$ cat config.mk
export PLATFORM = sky130hd
export DESIGN_NAME = io_map
export DESIGN_NICKNAME = d
export VERILOG_FILES = /design/src/design/io_map_pkg.sv /design/src/design/dc_arbiter.sv /design/src/design/io_map.sv
export VERILOG_INCLUDE_DIRS = /design/src /design/src/design
export SDC_FILE = /design/constraint.sdc
export NUM_CORES = 1
export LEC_CHECK = 0
export ABC_CLOCK_PERIOD_IN_PS = 2300
export BUFFER_PORTS_ARGS = -buffer_cell sky130_fd_sc_hd__buf_4
export CAP_MARGIN = 20
export CORE_AREA = 2 2 218 220
export DETAILED_ROUTE_END_ITERATION = 10
export DIE_AREA = 0 0 220 222
export GPL_ROUTABILITY_DRIVEN = 0
export PLACE_DENSITY_LB_ADDON = 0.25
export SETUP_SLACK_MARGIN = 0.5
export SYNTH_ARGS = -nofsm -noshare
export SYNTH_HDL_FRONTEND = slang
export SYNTH_SLANG_ARGS = --single-unit
$ cat constraint.sdc
create_clock -name mclk_i -period 2.3 [get_ports mclk_i]
set_input_delay 0.23 -clock mclk_i [delete_from_list [all_inputs] [get_ports mclk_i]]
set_output_delay 0.23 -clock mclk_i [all_outputs]
set_load 0.02 [all_outputs]
$ cat src/design/io_map_defines.svh
/*
  Constants for the I/O address, interrupt vector and level priority map.
  Assumes inclusion by bare name from design files; definitions only.
*/
`ifndef IO_MAP_DEFINES_SVH
`define IO_MAP_DEFINES_SVH

`define AREA_W          5
`define MOD_W           7
`define VEC_W           16
`define PRI_W           5
`define NUM_EXT_LEVELS  24
`define NUM_LEVELS      27
`define NUM_DC          15
`define DC_IDX_W        4
`define AREA_MAX        5'h17
`define AREA_DIGIN      5'h0B
`define AREA_DAOUT      5'h0C
`define AREA_ADAPT2     5'h0D
`define AREA_SELCH      5'h12
`define AREA_CARD1      5'h02
`define AREA_TAPE       5'h03
`define VEC_TIMER_A     16'h0004
`define VEC_TIMER_B     16'h0005
`define VEC_TIMER_C     16'h0006
`define VEC_INTERNAL    16'h0008
`define VEC_TRACE       16'h0009
`define VEC_MAINT       16'h000A
`define VEC_EXT_BASE    16'h000B
`define PRI_INTERNAL    5'h01
`define PRI_EXT_BASE    5'h02
`define PRI_TRACE       5'h1A
`define PRI_MAINT       5'h1B
`define MOD_DIGIN_LO    7'h40
`define MOD_TOP         7'h7F
`define MOD_PIW_LO      7'h02
`define MOD_PIW_HI      7'h19
`define MOD_DO_LO       7'h10
`define ADAPTER_SPAN    3
`define DOC_SPAN        4
`define AO_SPAN         4
`define NUM_ADAPTERS    8
`define NUM_DOC         7
`define NUM_AO_PAIRS    8
`define NUM_PIW         24

`endif

$ cat src/design/io_map_pkg.sv
/*
  Types for the I/O map block.
  Assumes the defines header sits in the include path.
*/
`include "io_map_defines.svh"

package io_map_pkg;
    typedef enum logic [1:0] {
        UNIT_NONE,
        UNIT_DIGIN,
        UNIT_PULSE,
        UNIT_PIW
    } in_unit_t;
    typedef enum logic [1:0] {
        OUT_NONE,
        OUT_DIGITAL,
        OUT_ANALOG
    } out_unit_t;
    typedef enum logic [1:0] {
        IPL_NONE,
        IPL_CARD,
        IPL_TAPE
    } ipl_src_t;
endpackage : io_map_pkg

$ cat src/design/dc_arbiter.sv
/*
  Fixed-priority data channel arbiter: lowest channel number wins.
  Assumes request lines come from logic on the same clock.
*/
`timescale 1ns/1ps
`default_nettype none
`include "io_map_defines.svh"

module dc_arbiter (
    input  wire logic                   mclk_i,
    input  wire logic                   sys_rst_i,
    input  wire logic [`NUM_DC-1:0]     req_i,
    output logic      [`NUM_DC-1:0]     grant_o,
    output logic                        grant_valid_o
);
    logic [`NUM_DC-1:0] grant;
    logic [`NUM_DC-1:0] next_grant;

    // Channel 1 sits on bit 0, so the lowest set bit wins
    always_comb begin
        next_grant = '0;
        for (int i = `NUM_DC - 1; i >= 0; i--) begin
            if (req_i[i]) begin
                next_grant = '0;
                next_grant[i] = 1'b1;
            end
        end
    end

    always_ff @(posedge mclk_i) begin
        if (sys_rst_i) begin
            grant <= '0;
        end else begin
            grant <= next_grant;
        end
    end

    assign grant_o       = grant;
    assign grant_valid_o = |grant;

    lowest_wins_a: assert property (@(posedge mclk_i) disable iff (sys_rst_i)
        (req_i != '0) |=> (grant == ($past(req_i) & ~($past(req_i) - 15'h0001))))
        else $error("data channel grant not lowest requesting channel");
endmodule : dc_arbiter
`default_nettype wire

$ cat src/design/io_map.sv
/*
  I/O area decode, modifier decode, interrupt level priority/vector,
  timer vectors, initial load source and data channel arbitration.
  Assumes command fields and interrupt words come from core logic on mclk_i;
  config straps from pins and are synchronised here.
*/
`timescale 1ns/1ps
`default_nettype none
`include "io_map_defines.svh"

module io_map
    import io_map_pkg::*;
(
    input  wire logic                       mclk_i,
    input  wire logic                       sys_rst_i,
    input  wire logic [`AREA_W-1:0]         area_i,
    input  wire logic [`MOD_W-1:0]          modifier_i,
    input  wire logic [`NUM_ADAPTERS-1:0]   din_fitted_i,
    input  wire logic [`NUM_ADAPTERS-1:0]   pulse_fitted_i,
    input  wire logic [`NUM_DOC-1:0]        doc_fitted_i,
    input  wire logic [`NUM_AO_PAIRS-1:0]   ao_master_fitted_i,
    input  wire logic [`NUM_AO_PAIRS-1:0]   ao_slave_fitted_i,
    input  wire logic                       card_fitted_i,
    input  wire logic                       tape_fitted_i,
    input  wire logic [`NUM_EXT_LEVELS*16-1:0] level_status_word_i,
    input  wire logic                       internal_req_i,
    input  wire logic                       trace_req_i,
    input  wire logic                       maint_req_i,
    input  wire logic                       take_i,
    input  wire logic [1:0]                 timer_sel_i,
    input  wire logic [`NUM_DC-1:0]         dc_req_i,
    output logic      [`AREA_MAX:0]         unit_select_o,
    output io_map_pkg::in_unit_t            in_unit_o,
    output io_map_pkg::out_unit_t           out_unit_o,
    output logic      [4:0]                 unit_index_o,
    output logic      [2:0]                 group_o,
    output logic                            mod_hit_o,
    output logic                            int_pending_o,
    output logic      [`PRI_W-1:0]          int_priority_o,
    output logic      [`VEC_W-1:0]          int_vector_o,
    output logic                            force_bsr_o,
    output logic      [`VEC_W-1:0]          timer_vector_o,
    output io_map_pkg::ipl_src_t            ipl_src_o,
    output logic      [`AREA_W-1:0]         ipl_area_o,
    output logic      [`NUM_DC-1:0]         dc_grant_o,
    output logic                            dc_grant_valid_o
);
    localparam int CFG_W = 3 * `NUM_ADAPTERS + `NUM_DOC + `NUM_AO_PAIRS + 2;

    // Straps come from pins; two stages before use
    logic [CFG_W-1:0] cfg_meta;
    logic [CFG_W-1:0] cfg;
    always_ff @(posedge mclk_i) begin
        if (sys_rst_i) begin
            cfg_meta <= '0;
            cfg      <= '0;
        end else begin
            cfg_meta <= {din_fitted_i, pulse_fitted_i, doc_fitted_i, ao_master_fitted_i,
                         ao_slave_fitted_i, card_fitted_i, tape_fitted_i};
            cfg      <= cfg_meta;
        end
    end
    logic [`NUM_ADAPTERS-1:0] din_f, pc_f, aom_f, aos_f;
    logic [`NUM_DOC-1:0]      doc_f;
    logic                     card_f, tape_f;
    assign {din_f, pc_f, doc_f, aom_f, aos_f, card_f, tape_f} = cfg;

    function automatic logic [`AREA_MAX:0] area_decode(input logic [`AREA_W-1:0] a);
        area_decode = '0;
        if (a <= `AREA_MAX) begin
            area_decode[a] = 1'b1;
        end
    endfunction : area_decode

    // Address decode
    logic [`AREA_MAX:0] next_sel;
    in_unit_t           next_in;
    out_unit_t          next_out;
    logic [4:0]         next_idx;
    logic [2:0]         next_grp;
    logic               next_hit;
    logic [2:0]         blk;
    logic [2:0]         rblk;
    logic [3:0]         dblk;
    always_comb begin
        next_sel = area_decode(area_i);
        next_in  = UNIT_NONE;
        next_out = OUT_NONE;
        next_idx = '0;
        next_grp = '0;
        next_hit = 1'b0;
        blk      = modifier_i[5:3];
        rblk     = ~modifier_i[5:3];
        dblk     = ~modifier_i[6:3];
        if (area_i == `AREA_DIGIN) begin
            if (modifier_i >= `MOD_PIW_LO && modifier_i <= `MOD_PIW_HI) begin
                next_in  = UNIT_PIW;
                next_idx = 5'(modifier_i - 7'h01);
                next_hit = 1'b1;
            end else if (modifier_i >= `MOD_DIGIN_LO) begin
                // Whole block belongs to its adapter even when partly populated
                if (din_f[blk]) begin
                    next_in  = UNIT_DIGIN;
                    next_idx = {2'b00, blk};
                    next_grp = modifier_i[2:0];
                    next_hit = 1'b1;
                end else if (pc_f[rblk]) begin
                    next_in  = UNIT_PULSE;
                    next_idx = {2'b00, rblk};
                    next_grp = ~modifier_i[2:0];
                    next_hit = 1'b1;
                end
            end
        end else if (area_i == `AREA_DAOUT) begin
            // Analog pair owns its sixteen slots whether or not the slave exists
            if (aom_f[modifier_i[6:4]]) begin
                next_out = OUT_ANALOG;
                next_idx = {1'b0, modifier_i[6:4], modifier_i[3]};
                next_grp = modifier_i[2:0];
                next_hit = !modifier_i[3] || aos_f[modifier_i[6:4]];
            end else if (modifier_i >= `MOD_DO_LO && doc_f[3'(dblk[3:1] - 3'h0)]) begin
                next_out = OUT_DIGITAL;
                next_idx = {2'b00, dblk[3:1]};
                // Two adjacent groups share one code: group_o is only three bits wide
                next_grp = ~modifier_i[3:1];
                next_hit = 1'b1;
            end
        end
    end

    always_ff @(posedge mclk_i) begin
        if (sys_rst_i) begin
            unit_select_o <= '0;
            in_unit_o     <= UNIT_NONE;
            out_unit_o    <= OUT_NONE;
            unit_index_o  <= '0;
            group_o       <= '0;
            mod_hit_o     <= 1'b0;
        end else begin
            unit_select_o <= next_sel;
            in_unit_o     <= next_in;
            out_unit_o    <= next_out;
            unit_index_o  <= next_idx;
            group_o       <= next_grp;
            mod_hit_o     <= next_hit;
        end
    end

    // Interrupt priority and vector
    logic [`NUM_EXT_LEVELS-1:0] ext_req;
    genvar g;
    generate
        for (g = 0; g < `NUM_EXT_LEVELS; g++) begin : g_lvl
            assign ext_req[g] = |level_status_word_i[g*16 +: 16];
        end
    endgenerate

    logic               next_pend;
    logic [`PRI_W-1:0]  next_pri;
    logic [`VEC_W-1:0]  next_vec;
    always_comb begin
        next_pend = 1'b1;
        next_pri  = '0;
        next_vec  = '0;
        if (internal_req_i) begin
            next_pri = `PRI_INTERNAL;
            next_vec = `VEC_INTERNAL;
        end else if (ext_req != '0) begin
            next_pend = 1'b0;
            for (int i = `NUM_EXT_LEVELS - 1; i >= 0; i--) begin
                if (ext_req[i]) begin
                    next_pri = `PRI_EXT_BASE + `PRI_W'(i);
                    next_vec = `VEC_EXT_BASE + `VEC_W'(i);
                end
            end
            next_pend = 1'b1;
        end else if (trace_req_i) begin
            next_pri = `PRI_TRACE;
            next_vec = `VEC_TRACE;
        end else if (maint_req_i) begin
            next_pri = `PRI_MAINT;
            next_vec = `VEC_MAINT;
        end else begin
            next_pend = 1'b0;
        end
    end

    logic [`VEC_W-1:0] next_tvec;
    always_comb begin
        unique case (timer_sel_i)
            2'h0:    next_tvec = `VEC_TIMER_A;
            2'h1:    next_tvec = `VEC_TIMER_B;
            default: next_tvec = `VEC_TIMER_C;
        endcase
    end

    always_ff @(posedge mclk_i) begin
        if (sys_rst_i) begin
            int_pending_o  <= 1'b0;
            int_priority_o <= '0;
            int_vector_o   <= '0;
            force_bsr_o    <= 1'b0;
            timer_vector_o <= '0;
        end else begin
            int_pending_o  <= next_pend;
            int_priority_o <= next_pri;
            int_vector_o   <= next_vec;
            force_bsr_o    <= take_i && next_pend;
            timer_vector_o <= next_tvec;
        end
    end

    // Initial load source
    always_ff @(posedge mclk_i) begin
        if (sys_rst_i) begin
            ipl_src_o  <= IPL_NONE;
            ipl_area_o <= '0;
        end else if (card_f) begin
            ipl_src_o  <= IPL_CARD;
            ipl_area_o <= `AREA_CARD1;
        end else if (tape_f) begin
            ipl_src_o  <= IPL_TAPE;
            ipl_area_o <= `AREA_TAPE;
        end else begin
            ipl_src_o  <= IPL_NONE;
            ipl_area_o <= '0;
        end
    end

    dc_arbiter u_dc_arbiter (
        .mclk_i        (mclk_i),
        .sys_rst_i     (sys_rst_i),
        .req_i         (dc_req_i),
        .grant_o       (dc_grant_o),
        .grant_valid_o (dc_grant_valid_o)
    );

    area_digin_a: assert property (@(posedge mclk_i) disable iff (sys_rst_i)
        (area_i == `AREA_DIGIN) |=> unit_select_o[`AREA_DIGIN] && $onehot(unit_select_o))
        else $error("digital input area not selected");
    area_out_a: assert property (@(posedge mclk_i) disable iff (sys_rst_i)
        (area_i == `AREA_SELCH) |=> unit_select_o[`AREA_SELCH] && !unit_select_o[`AREA_DAOUT])
        else $error("selector channel area wrong");
    piw_addr_a: assert property (@(posedge mclk_i) disable iff (sys_rst_i)
        (area_i == `AREA_DIGIN && modifier_i == 7'h19) |=> in_unit_o == UNIT_PIW && unit_index_o == 5'h18)
        else $error("last process interrupt word not at 25");
    internal_first_a: assert property (@(posedge mclk_i) disable iff (sys_rst_i)
        internal_req_i |=> int_priority_o == 5'h01 && int_vector_o == 16'h0008)
        else $error("internal level vector wrong");
    ext_vec_a: assert property (@(posedge mclk_i) disable iff (sys_rst_i)
        (!internal_req_i && level_status_word_i[16*23 +: 16] != 16'h0000
         && level_status_word_i[0 +: 16*23] == '0) |=> int_vector_o == 16'h0022 && int_priority_o == 5'h19)
        else $error("level 23 vector or priority wrong");
    maint_vec_a: assert property (@(posedge mclk_i) disable iff (sys_rst_i)
        (maint_req_i && !trace_req_i && !internal_req_i && level_status_word_i == '0)
        |=> int_vector_o == 16'h000A && int_priority_o == 5'h1B)
        else $error("maintenance level wrong");
    no_req_a: assert property (@(posedge mclk_i) disable iff (sys_rst_i)
        (level_status_word_i == '0 && !internal_req_i && !trace_req_i && !maint_req_i) |=> !int_pending_o)
        else $error("pending without request");
    bsr_take_a: assert property (@(posedge mclk_i) disable iff (sys_rst_i)
        (take_i && level_status_word_i != '0) |=> force_bsr_o && int_pending_o)
        else $error("taken level did not force branch");
    bsr_only_take_a: assert property (@(posedge mclk_i) disable iff (sys_rst_i)
        !take_i |=> !force_bsr_o)
        else $error("forced branch without take strobe");
    timer_c_a: assert property (@(posedge mclk_i) disable iff (sys_rst_i)
        (timer_sel_i == 2'h2) |=> timer_vector_o == 16'h0006)
        else $error("timer C vector wrong");
endmodule : io_map
`default_nettype wire

==> metrics.cfg <==
[detailed_routing]
ant_nets = 0
firstDrtPassIters = 5
viasPerCell = 3.89
via_count = 7443
wl_per_cell_um = 19.1
drc = 0
drtIter0Drc = 298
wl_um = 36600

[global_routing]
grt_pass1_vias = 7789
grt_max_degree = 80
grt_usage_pct = 14.3
grt-ovfl-total = 0
grt_pass1_wl_um = 50200
antenna_found_initial = 18

[setup_path]
reg2reg_from = cfg[36]
start_kind = flip-flop
cpPeakStageDelay_ns = 0.51
path_max_fanout = 5
reg2reg_to = unit_index_o[1]
worstPathCellList = mux4_2 > mux2_4 > or2_4 > or2_4 > o21a_1 > o221ai_2
end_kind = flip-flop
reg2regPathDepth = 6
setup.worst_path.class = flip-flop to flip-flop
worstPathArrival_ns = 2.31
ff2ff_setup_slack_ns = 0.33
crit_required_ns = 2.64
path_common_cell = or2_4
critPathSlowestCell = mux4_2

[finish]
nNetsFinal = 1748
finalNonFillerCells = 1915
syn_to_final_growth_pct = 106
final_cell_area_um2 = 13200
drive_gt1_share_pct = 56.8

[flow_run]
maxCapViolCount = 0

[synthesis]
yosys_warnings = 0
synth_xor_area_share_pct = 0.411
synth_compound_area_share_pct = 6.08
synth-seq-cells = 153
synthMuxAreaShare_pct = 4.54
yosysSeqAreaShare_pct = 47.9
synth-edff-count = 0
yosys_most_used_dff = dfxtp_1
synth-async-reset-ratio_pct = 0
syn_avg_cell_area_um2 = 9.81
synthAdderAreaFrac_pct = 0.587
synth_simple_gate_area_share_pct = 35.1
syn_area_um2 = 6400
synth_top_family_by_area = simple AND/OR/NAND/NOR gates
synthCells = 652
ys_types = 67

[timing]
tns_ns = 0
slew_headroom_pct = 45.2
rsz0062_at_grt = true
fin_crit_ns = 1.97
worstMarginPinSlew_ns = 0.822
finClkSkew_ns = 0.0110
setup_violations = 0
hold_violations = 0
fin_ws_ns = 0.333
max_freq_ghz = 0.508
fin_crit_sh_pct = 85.5
slew_viol_final = 0

[place]
numPortBuffers = 532
dp.cells = 1835
place_ws_ns = -0.451
placed_cell_area_um2 = 11600
detailed_place_hpwl_um = 31600

[worst_hold_path]
min_path_type = input port to flip-flop
min_to = cfg_meta[19]
hold_depth = 2
hp-start = doc_fitted_i[1]

[die]
start_util_pct = 13.8
die_w_um = 220
rows = 79
ios = 559
die-height_um = 222
core_area_um2 = 46300
dieArea_um2 = 48800

[clocking]
cts_htree_levels = 4
cts_buffer_depth = 2
clock_sinks = 153
clkTransAtPathRegs_ns = 0.07
tritoncts = built
numCtsBuffers = 17
clk_latency_ns = 0.43
clock-root-buffer = clkbuf_16

[outcome]
status = completed

[power]
p_leak_nw = 5.69
vdd_drop_max_v = 0.000467
power_density_nw_per_um2 = 536
totalPowerFinal_mw = 7.05

## repair_timing
| action | CTS | global route |
|---|---|---|
| pin swaps | 12 | 25 |
| endpoints found under the hold margin | 26 | 0 |
| buffers inserted | 3 | 8 |
| endpoints found under the setup margin | 22 | 20 |
| cloned | 0 | 0 |
| hold buffers | 27 | 0 |
| resized for setup | 28 | 60 |
## flip-flops by register name, summed over array words and instances, names as in the netlist
name / flops
int_vector_o: 6
int_priority_o: 5
out_unit_o: 2
cfg: 41
unit_index_o: 5
u_dc_arbiter.grant_o: 15
in_unit_o: 2
int_pending_o: 1
ipl_area_o: 1
group_o: 3
ipl_src_o: 2
mod_hit_o: 1
cfg_meta: 41
unit_select_o: 24
force_bsr_o: 1
timer_vector_o: 3
## critical path: cells and delay by family, from the launching register on
family / cells / cell delay, ns
AOI/OAI and AO/OA: 2 / 0.25
DFF: 1 / 0.30
muxes: 2 / 0.83
and+or+nand+nor: 2 / 0.49
## layout by cell type (no fill, tap or decap), drive strengths merged, types with 4 or more instances in the layout
master,instances
or4,7
nor2b,89
bufinv,4
nor2,50
nor3,12
mux2i,5
nand3,5
a211oi,4
conb,26
nand4,26
o221ai,7
o21ai,4
and4,11
clkbuf,17
o211ai,4
a21oi,9
inv,17
dlygate4sd3,27
mux2,5
and2,4
buf,610
dfxtp,153
mux4,8
diode,10
nor3b,8
nor4,106
nand2,27
## metrics by stage
step                hold slack (ns)  util (%)
global placement              0.407      25.0
detailed placement            0.408      25.0
finish                       0.0217      28.5
global route                0.00434      28.4
floorplan                     0.300         -
CTS                        0.000849      27.5
## cell type report
| class | instances | area (µm²) |
|---|---|---|
| Multi-Input combinational cell | 467 | 3730 |
| Fill cell | 4950 | 33100 |
| Inverter | 9 | 33.8 |
| Tap cell | 607 | 759 |
| Sequential cell | 153 | 3060 |
| Clock inverter | 15 | 230 |
| Timing Repair Buffer | 637 | 4890 |
| Clock buffer | 17 | 425 |
| Antenna cell | 10 | 25.0 |
## Yosys cell counts, types with 7 or more instances
| master | number | area (µm²) |
|---|---|---|
| mux4_2 | 8 | 180 |
| o221ai_1 | 7 | 61.3 |
| inv_1 | 9 | 33.8 |
| nor2_1 | 50 | 188 |
| nor4_1 | 102 | 638 |
| nand4_1 | 25 | 156 |
| nand2_1 | 27 | 101 |
| nor3_1 | 10 | 50.1 |
| buf_4 | 27 | 203 |
| nor3b_1 | 8 | 60.1 |
| clkbuf_1 | 14 | 52.6 |
| a21oi_1 | 9 | 45.0 |
| and4_1 | 11 | 96.3 |
| dfxtp_1 | 153 | 3060 |
| nor2b_1 | 89 | 557 |
## kinds of logic (layout without fill, tap and decap cells)
| group | Yosys count | after routing |
|---|---|---|
| other | 1 | 36 |
| AO/OA/AOI/OAI | 50 | 50 |
| buffers and inverters | 57 | 678 |
| adder cells (fa/ha/maj) | 3 | 3 |
| XOR/XNOR | 3 | 3 |
| multiplexers | 18 | 18 |
| AND/OR/NAND/NOR | 367 | 367 |
| flip-flops | 153 | 153 |
## power by group
part / switching, mW / internal [mW]
combinational: 0.445 / 0.698
clock: 1.28 / 1.87
sequential: 0.0230 / 2.73
total: 1.75 / 5.30
## worst max-delay path by stage
stage | start | end | slack (ns)
floorplan | level_status_word_i[274] | int_priority_o[0] | 0.36
global placement | level_status_word_i[17] | int_priority_o[0] | -0.42
detailed placement | level_status_word_i[17] | int_priority_o[0] | -0.45
CTS | cfg[36] | unit_index_o[1] | 0.33
global route | level_status_word_i[56] | int_priority_o[0] | 0.26
finish | cfg[36] | unit_index_o[1] | 0.33
## layer usage
metal,global-route usage (%),routed length (µm)
met5,0,90
met4,4.63,846
met3,5.93,3930
met2,24.6,17800
met1,16.0,13900
No activity file was read; power rests on OpenSTA's default activity.
